File: src/common/hem_pkg.sv
package hem_pkg;
  // ---------------------------------------------------------------
  // host-side offsets
  // ---------------------------------------------------------------
  localparam logic [7:0] HOST_H2C_MBOX    = 8'h00;
  localparam logic [7:0] HOST_C2H_MBOX    = 8'h01;
  localparam logic [7:0] HOST_SRC_LOW     = 8'h08;
  localparam logic [7:0] HOST_SRC_HIGH    = 8'h09;
  localparam logic [7:0] HOST_MASK_LOW    = 8'h0a;
  localparam logic [7:0] HOST_MASK_HIGH   = 8'h0b;
  localparam logic [7:0] HOST_CLAIM_ID    = 8'h0c;
  // ---------------------------------------------------------------
  // controller-side map
  // ---------------------------------------------------------------
  localparam logic [31:0] CTRL_BASE       = 32'h000f_0100;
  localparam logic [31:0] CTRL_H2C_MBOX   = 32'h0000_0000;
  localparam logic [31:0] CTRL_C2H_MBOX   = 32'h0000_0001;
  localparam logic [31:0] CTRL_W0_BASE    = 32'h0000_0004;
  localparam logic [31:0] CTRL_W0_RLIM    = 32'h0000_0008;
  localparam logic [31:0] CTRL_W0_WLIM    = 32'h0000_000a;
  localparam logic [31:0] CTRL_W1_BASE    = 32'h0000_000c;
  localparam logic [31:0] CTRL_W1_RLIM    = 32'h0000_0010;
  localparam logic [31:0] CTRL_W1_WLIM    = 32'h0000_0012;
  localparam logic [31:0] CTRL_EVT_SET    = 32'h0000_0014;
  localparam logic [31:0] CTRL_CLR_EN     = 32'h0000_0016;
  // ---------------------------------------------------------------
  // field layouts
  // ---------------------------------------------------------------
  localparam logic [31:0] BASE_MASK       = 32'hffff_fffc;
  localparam logic [15:0] LIMIT_MASK      = 16'h7ffc;
  localparam logic [15:0] FW_EVENT_MASK   = 16'hfffe;
  localparam int          FLAG_BIT        = 0;
  localparam logic [7:0]  ZERO_BYTE       = 8'h00;
endpackage

File: src/hem_mailbox.sv
module hem_mailbox (
  input  wire logic        sys_clk_i,
  input  wire logic        reset_n_i,
  input  wire logic [7:0]  host_addr_i,
  input  wire logic        host_wr_i,
  input  wire logic        host_rd_i,
  input  wire logic [7:0]  host_wdata_i,
  output logic      [7:0]  host_rdata_o,
  input  wire logic [31:0] ctrl_addr_i,
  input  wire logic        ctrl_wr_i,
  input  wire logic        ctrl_rd_i,
  input  wire logic [31:0] ctrl_wdata_i,
  output logic      [31:0] ctrl_rdata_o,
  output logic             host_fw_event_irq_o,
  output logic             host_mbox_irq_o,
  output logic             ctrl_mbox_event_o
);
  import hem_pkg::*;

  // ---------------------------------------------------------------
  // state
  // ---------------------------------------------------------------
  typedef struct packed {
    logic [7:0]  h2c;
    logic [7:0]  c2h;
    logic [15:0] src;
    logic [7:0]  mask_lo;
    logic [7:0]  mask_hi;
    logic [7:0]  claim_id;
    logic [31:0] w0_base;
    logic [15:0] w0_rlim;
    logic [15:0] w0_wlim;
    logic [31:0] w1_base;
    logic [15:0] w1_rlim;
    logic [15:0] w1_wlim;
    logic [15:0] clr_en;
    logic [7:0]  host_rdata;
    logic [31:0] ctrl_rdata;
    logic        fw_irq;
    logic        mbox_irq;
    logic        ctrl_evt;
  } hem_state_t;

  hem_state_t st_q;
  hem_state_t st_d;

  function automatic logic ctrl_hit(input logic [31:0] a, input logic [31:0] off);
    return a == CTRL_BASE + off;
  endfunction

  function automatic logic host_hit(input logic [7:0] a, input logic [7:0] off);
    return a == off;
  endfunction

  // ---------------------------------------------------------------
  // next state
  // ---------------------------------------------------------------
  always_comb begin
    logic hw;
    logic cw;
    hw = host_wr_i;
    cw = ctrl_wr_i;
    st_d = st_q;
    st_d.ctrl_evt = 1'b0;

    // host writes first, controller writes after, except h2c where the host write comes last: later assignment wins
    if (hw && host_hit(host_addr_i, HOST_C2H_MBOX)) begin
      st_d.c2h = st_q.c2h & ~host_wdata_i;
      st_d.src[FLAG_BIT] = 1'b0;
    end
    if (hw && host_hit(host_addr_i, HOST_SRC_LOW)) begin
      st_d.src[7:0] = st_q.src[7:0] & ~(host_wdata_i & st_q.clr_en[7:0] & FW_EVENT_MASK[7:0]);
    end
    if (hw && host_hit(host_addr_i, HOST_SRC_HIGH)) begin
      st_d.src[15:8] = st_q.src[15:8] & ~(host_wdata_i & st_q.clr_en[15:8]);
    end
    if (hw && host_hit(host_addr_i, HOST_MASK_LOW)) begin
      st_d.mask_lo = host_wdata_i;
    end
    if (hw && host_hit(host_addr_i, HOST_MASK_HIGH)) begin
      st_d.mask_hi = host_wdata_i;
    end
    if (hw && host_hit(host_addr_i, HOST_CLAIM_ID)) begin
      if (st_q.claim_id == ZERO_BYTE) begin
        st_d.claim_id = host_wdata_i;
      end else if (host_wdata_i == st_q.claim_id) begin
        st_d.claim_id = ZERO_BYTE;
      end
      // differing value while claimed: no change
    end

    // controller clears mailbox bits, host write afterwards takes the byte
    if (cw && ctrl_hit(ctrl_addr_i, CTRL_H2C_MBOX)) begin
      st_d.h2c = st_q.h2c & ~ctrl_wdata_i[7:0];
    end
    if (hw && host_hit(host_addr_i, HOST_H2C_MBOX)) begin
      st_d.h2c = host_wdata_i;
      st_d.ctrl_evt = 1'b1;
    end
    if (cw && ctrl_hit(ctrl_addr_i, CTRL_C2H_MBOX)) begin
      st_d.c2h = ctrl_wdata_i[7:0];
      st_d.src[FLAG_BIT] = 1'b1;
    end
    if (cw && ctrl_hit(ctrl_addr_i, CTRL_EVT_SET)) begin
      // set after the host clear so a same-cycle event is not lost
      st_d.src = st_d.src | (ctrl_wdata_i[15:0] & FW_EVENT_MASK);
    end
    if (cw && ctrl_hit(ctrl_addr_i, CTRL_CLR_EN)) begin
      st_d.clr_en = ctrl_wdata_i[15:0];
    end
    if (cw && ctrl_hit(ctrl_addr_i, CTRL_W0_BASE)) begin
      st_d.w0_base = ctrl_wdata_i & BASE_MASK;
    end
    if (cw && ctrl_hit(ctrl_addr_i, CTRL_W0_RLIM)) begin
      st_d.w0_rlim = ctrl_wdata_i[15:0] & LIMIT_MASK;
    end
    if (cw && ctrl_hit(ctrl_addr_i, CTRL_W0_WLIM)) begin
      st_d.w0_wlim = ctrl_wdata_i[15:0] & LIMIT_MASK;
    end
    if (cw && ctrl_hit(ctrl_addr_i, CTRL_W1_BASE)) begin
      st_d.w1_base = ctrl_wdata_i & BASE_MASK;
    end
    if (cw && ctrl_hit(ctrl_addr_i, CTRL_W1_RLIM)) begin
      st_d.w1_rlim = ctrl_wdata_i[15:0] & LIMIT_MASK;
    end
    if (cw && ctrl_hit(ctrl_addr_i, CTRL_W1_WLIM)) begin
      st_d.w1_wlim = ctrl_wdata_i[15:0] & LIMIT_MASK;
    end

    // interrupts registered from next state so outputs stay flop-driven
    st_d.fw_irq = |((st_d.src & FW_EVENT_MASK) & {st_d.mask_hi, st_d.mask_lo});
    st_d.mbox_irq = st_d.src[FLAG_BIT] & st_d.mask_lo[FLAG_BIT];

    // read data: unmapped addresses return zero
    st_d.host_rdata = ZERO_BYTE;
    if (host_rd_i) begin
      unique case (1'b1)
        host_hit(host_addr_i, HOST_H2C_MBOX):  st_d.host_rdata = st_q.h2c;
        host_hit(host_addr_i, HOST_C2H_MBOX):  st_d.host_rdata = st_q.c2h;
        host_hit(host_addr_i, HOST_SRC_LOW):   st_d.host_rdata = st_q.src[7:0];
        host_hit(host_addr_i, HOST_SRC_HIGH):  st_d.host_rdata = st_q.src[15:8];
        host_hit(host_addr_i, HOST_MASK_LOW):  st_d.host_rdata = st_q.mask_lo;
        host_hit(host_addr_i, HOST_MASK_HIGH): st_d.host_rdata = st_q.mask_hi;
        host_hit(host_addr_i, HOST_CLAIM_ID):  st_d.host_rdata = st_q.claim_id;
        default:                               st_d.host_rdata = ZERO_BYTE;
      endcase
    end
    st_d.ctrl_rdata = '0;
    if (ctrl_rd_i) begin
      unique case (1'b1)
        ctrl_hit(ctrl_addr_i, CTRL_H2C_MBOX): st_d.ctrl_rdata = {24'h00_0000, st_q.h2c};
        ctrl_hit(ctrl_addr_i, CTRL_C2H_MBOX): st_d.ctrl_rdata = {24'h00_0000, st_q.c2h};
        ctrl_hit(ctrl_addr_i, CTRL_W0_BASE):  st_d.ctrl_rdata = st_q.w0_base;
        ctrl_hit(ctrl_addr_i, CTRL_W0_RLIM):  st_d.ctrl_rdata = {16'h0000, st_q.w0_rlim};
        ctrl_hit(ctrl_addr_i, CTRL_W0_WLIM):  st_d.ctrl_rdata = {16'h0000, st_q.w0_wlim};
        ctrl_hit(ctrl_addr_i, CTRL_W1_BASE):  st_d.ctrl_rdata = st_q.w1_base;
        ctrl_hit(ctrl_addr_i, CTRL_W1_RLIM):  st_d.ctrl_rdata = {16'h0000, st_q.w1_rlim};
        ctrl_hit(ctrl_addr_i, CTRL_W1_WLIM):  st_d.ctrl_rdata = {16'h0000, st_q.w1_wlim};
        ctrl_hit(ctrl_addr_i, CTRL_EVT_SET):  st_d.ctrl_rdata = {16'h0000, st_q.src};
        ctrl_hit(ctrl_addr_i, CTRL_CLR_EN):   st_d.ctrl_rdata = {16'h0000, st_q.clr_en};
        default:                              st_d.ctrl_rdata = '0;
      endcase
    end
  end

  // ---------------------------------------------------------------
  // registers
  // ---------------------------------------------------------------
  always_ff @(posedge sys_clk_i or negedge reset_n_i) begin
    if (!reset_n_i) begin
      st_q <= '0;
    end else begin
      st_q <= st_d;
    end
  end

  assign host_rdata_o        = st_q.host_rdata;
  assign ctrl_rdata_o        = st_q.ctrl_rdata;
  assign host_fw_event_irq_o = st_q.fw_irq;
  assign host_mbox_irq_o     = st_q.mbox_irq;
  assign ctrl_mbox_event_o   = st_q.ctrl_evt;

  // ---------------------------------------------------------------
  // helper nets for checks
  // ---------------------------------------------------------------
  // kept as nets so each past value is of a plain signal
  logic [7:0] clr_lo_sel;
  logic [7:0] clr_hi_sel;
  logic [7:0] keep_lo;
  logic [7:0] keep_hi;
  assign clr_lo_sel = host_wdata_i & st_q.clr_en[7:0] & FW_EVENT_MASK[7:0];
  assign clr_hi_sel = host_wdata_i & st_q.clr_en[15:8];
  assign keep_lo    = st_q.src[7:0] & ~clr_lo_sel & FW_EVENT_MASK[7:0];
  assign keep_hi    = st_q.src[15:8] & ~clr_hi_sel;
endmodule

File: config.mk
export PLATFORM = sky130hd
export DESIGN_NAME = hem_mailbox
export DESIGN_NICKNAME = d
export VERILOG_FILES = /design/src/common/hem_pkg.sv /design/src/hem_mailbox.sv
export SDC_FILE = /design/constraint.sdc
export NUM_CORES = 1
export LEC_CHECK = 0
export BUFFER_PORTS_ARGS = -buffer_cell sky130_fd_sc_hd__buf_2
export CAP_MARGIN = 15
export CORE_AREA = 2 2 158 160
export CTS_CLUSTER_SIZE = 30
export DETAILED_ROUTE_END_ITERATION = 8
export DIE_AREA = 0 0 160 162
export GPL_ROUTABILITY_DRIVEN = 0
export HOLD_SLACK_MARGIN = 0.08
export PLACE_DENSITY = 0.63
export RECOVER_POWER = 100
export SLEW_MARGIN = 10
export SYNTH_ARGS = -nofsm -noshare
export SYNTH_HDL_FRONTEND = slang
export SYNTH_SLANG_ARGS = --single-unit
File: constraint.sdc
create_clock -name sys_clk_i -period 6 [get_ports sys_clk_i]
set_input_delay 1.8 -clock sys_clk_i [delete_from_list [all_inputs] [get_ports sys_clk_i]]
set_output_delay 1.8 -clock sys_clk_i [all_outputs]
set_load 0.02 [all_outputs]
==> impl_metrics.csv <==
group,metric,value,unit
status,status,"finished, violations left",
status,violated_checks,"capacitance limit, slew limit",
pwr,ir_drop,0.179,mV
synthesis,syn-num-nets,1037,
cts,numClockSinks,227,
pwr,power.share.clock,0.481,
cts,postCtsSetupRepairBufs,0,
global_route,antenna_found_initial,1,
floorplan,die_height,162,microns
worst_hold_path,min_from,"st_q[63]",
synthesis,synth-edff-count,0,
cts,cells_resized_by_post_cts_repair,0,
timing,fmax,0.205,GHz
synthesis,syn_avg_cell_area,11.3,sq um
timing,timing.final.crit_period,4.88,ns
critical_path,timing.critical_path.mode_cell,"clkbuf_1",
placed_design,place.detailed.hpwl,20.6,mm
final_layout,final_cell_mix,"dfrtp_1, mux2_2, nand2_1",
pwr,power_frac_comb,0.052,
critical_path,cp.arrival,5.29,ns
routing,drc,0,
timing,slew-limit-headroom,-0.962,
cts,ctsRootBufferMaster,"clkbuf_16",
routing,drtIter0Drc,786,
critical_path,crit_chain,"clkbuf_1 > inv_1 > or4_1 > nor4_1 > clkbuf_1 > nand4_1 > clkbuf_1 > mux2_2",
critical_path,timing.setup.critical_path_class,"primary input to flip-flop",
pwr,power.share.sequential,0.466,
global_route,first_global_vias,8043,
timing,period_share,0.813,
final_layout,area_growth_syn_to_layout,12.6,%
global_route,grt_max_degree,116,
timing,timing.final.hold_violations,0,
timing,final-max-slew-violation-count,116,
pwr,p_leak,0.00551,uW
critical_path,crit-reg2reg-launch,"st_q[189]",
worst_hold_path,hold_depth,2,
floorplan,initial_core_util,0.445,
pwr,net-switching-power,763,uW
cts,tritoncts,"yes",
timing,number_of_setup_violations_in_the_final_report,0,
synthesis,netlist_area,10700,sq um
final_layout,drive_above_1_share,0.229,
synthesis,synth_async_sr_flop_share,1.00,
timing,setup_tns,0,ns
synthesis,post_synth_inst_count,951,
cts,h-tree-depth,1,
worst_hold_path,min_to,"st_q[63]",
critical_path,type_of_origin_of_the_critical_path,"primary input",
critical_path,rrSetupSlack,3.60,ns
critical_path,critical_path.endpoint_type,"flip-flop",
cts,clk_latency,0.53,ns
placed_design,detailedPlace.worstSlack,1.37,ns
final_layout,total_non_filler_cell_area_in_the_finished_layout,12100,sq um
critical_path,reg2reg_to,"st_q[187]",
routing,post_drt_via_cell_ratio,5.80,
floorplan,io_pins,129,
timing,worst_clock_skew,0.00754,ns
floorplan,placementRows,57,
timing,worst_setup_slack_after_layout,1.12,ns
timing,finalHoldWorstSlack,0.481,ns
synthesis,number_of_synthesized_register_bits,227,
synthesis,number_of_different_library_cells_in_the_post_synthesis_netlist,55,
cts,cts_max_path_buffers,3,
critical_path,crit_path_max_fanout,24,
critical_path,critPathRequiredTime,6.41,ns
pwr,power.density,276,nW/um^2
pwr,switch_share,0.229,
timing,timing_worst_slew_pin_value,2.94,ns
critical_path,critPathSlowestCell,"clkbuf_1",
floorplan,chipWidth,160,microns
routing,antenna_violating_nets_post_route,0,
synthesis,ys.flop_type,"dfrtp_1",
global_route,first_pass_grt_wire_length,46.9,mm
global_route,grt_util_overall,0.232,
final_layout,finish.net_count,1114,
cts,cts_hold_buf,0,
critical_path,cp_num_buf_inv,4,
cts,path_clk_slew,0.06,ns
synthesis,ys_warn_count,0,
worst_hold_path,hold_path_class,"flip-flop to flip-flop",
routing,finalWirelength,29.9,mm
placed_design,post_dp_cell_area,11400,sq um
routing,dr.pass1.iters,8,
routing,route.detailed.wl_per_inst,21.8,microns
critical_path,cpLargestDelayFamily,"buffers and inverters",
floorplan,design.core.area,24100,sq um
pwr,power.internal,2570,uW
critical_path,worst-r2r-cell-count,5,
cts,number_of_buffers_created_by_cts,25,
critical_path,slowest_delay,0.68,ns
synthesis,synth.yosys.seq_area_share,0.530,
timing,rsz_0062_raised_after_global_routing,"no",
routing,routed-via-count,7951,
final_layout,final_common_cell,"dfrtp_1",
floorplan,die-area,25900,sq um
placed_design,io_buffers,128,
global_route,overflow,0,
flow_run,drv.max_cap_violation_count,1,
[cells in the mapped netlist, types with 4 or more instances]
library cell | count | share of area
buf_1 | 6 | 0.0021
or4_1 | 5 | 0.0035
buf_4 | 43 | 0.030
a22oi_1 | 28 | 0.020
a31oi_1 | 11 | 0.0064
o21ai_0 | 74 | 0.035
clkbuf_1 | 39 | 0.014
nand2_1 | 90 | 0.032
nor4_1 | 11 | 0.0064
mux2_2 | 98 | 0.10
nand4_1 | 10 | 0.0058
mux2_4 | 18 | 0.025
nor4_2 | 7 | 0.0082
nor2_1 | 45 | 0.016
a221oi_1 | 15 | 0.012
a21oi_1 | 21 | 0.0098
a32o_1 | 6 | 0.0056
nor3_1 | 11 | 0.0051
mux2i_1 | 23 | 0.021
a41oi_1 | 5 | 0.0041
buf_2 | 8 | 0.0037
inv_1 | 31 | 0.011
nand3_1 | 24 | 0.011
a22o_1 | 14 | 0.011
xnor2_1 | 8 | 0.0065
a222oi_1 | 17 | 0.016
nor2b_1 | 5 | 0.0029
nor4b_1 | 4 | 0.0033
dfrtp_1 | 227 | 0.53
[kinds of logic after synthesis]
group | after synthesis | synth area share
muxes | 142 | 0.154
xor gates and xnor gates | 8 | 0.00654
AOI/OAI and AO/OA | 207 | 0.131
DFF | 227 | 0.530
and+or+nand+nor | 237 | 0.116
buffers and inverters | 130 | 0.0629
[per-stage QoR]
stage               instances  power, uW  utilization
floorplan                 951       1650            -
global placement         1324       1760        0.472
detailed placement       1324       1760        0.472
CTS                      1369       3370        0.508
global route             1371       3450        0.501
finish                   1371       3330        0.501
[how the worst max path moves through the flow]
stage | from | endpoint | cells after the start
finish | ctrl_addr_i[4] | st_q[53] | 8
detailed placement | ctrl_addr_i[6] | st_q[181] | 8
global placement | ctrl_addr_i[20] | st_q[183] | 8
CTS | ctrl_addr_i[6] | st_q[184] | 8
floorplan | host_addr_i[5] | host_fw_event_irq_o | 7
global route | reset_n_i | st_q[104] | 2
[layout make-up]
class / count / area (sq um)
clock inverters: 9 / 141
diodes: 1 / 2.50
clock buffers: 36 / 727
multi-input cells: 594 / 4270
inverters: 32 / 120
flip-flops and latches: 227 / 5680
repair buffers: 148 / 723
well taps: 324 / 405
fillers: 2258 / 12000
[metal layers]
| metal | part of all wire | track usage | vias up |
|---|---|---|---|
| li1 | - | - | 3592 |
| met1 | 0.46 | 0.334 | 4018 |
| met2 | 0.46 | 0.366 | 298 |
| met3 | 0.062 | 0.0337 | 43 |
| met4 | 0.024 | 0.0700 | 0 |
| met5 | 0 | 0 | - |
[worst register-to-register path, delay by kind of cell (launching register included)]
family | cells | cell delay, ns
compound gates | 2 | 0.61
simple gates | 3 | 1.18
flops | 1 | 0.43
[sequential cells by signal, indices dropped and copies added, names as in the netlist]
signal               flops
host_rdata_o             8
ctrl_rdata_o            32
st_q                   184
host_fw_event_irq_o      1
ctrl_mbox_event_o        1
host_mbox_irq_o          1
[power by group through the flow]
| stage | Sequential (uW) | Clock, uW | Combinational (uW) |
|---|---|---|---|
| after CTS | 1550 | 1640 | 179 |
| after detailed placement | 1580 | 0 | 179 |
| after global routing | 1550 | 1700 | 194 |
| after global placement | 1580 | 0 | 177 |
| final | 1550 | 1600 | 174 |
| after floorplan | 1580 | 0 | 72.3 |
Note: power is estimated with default switching activity, not from simulation.
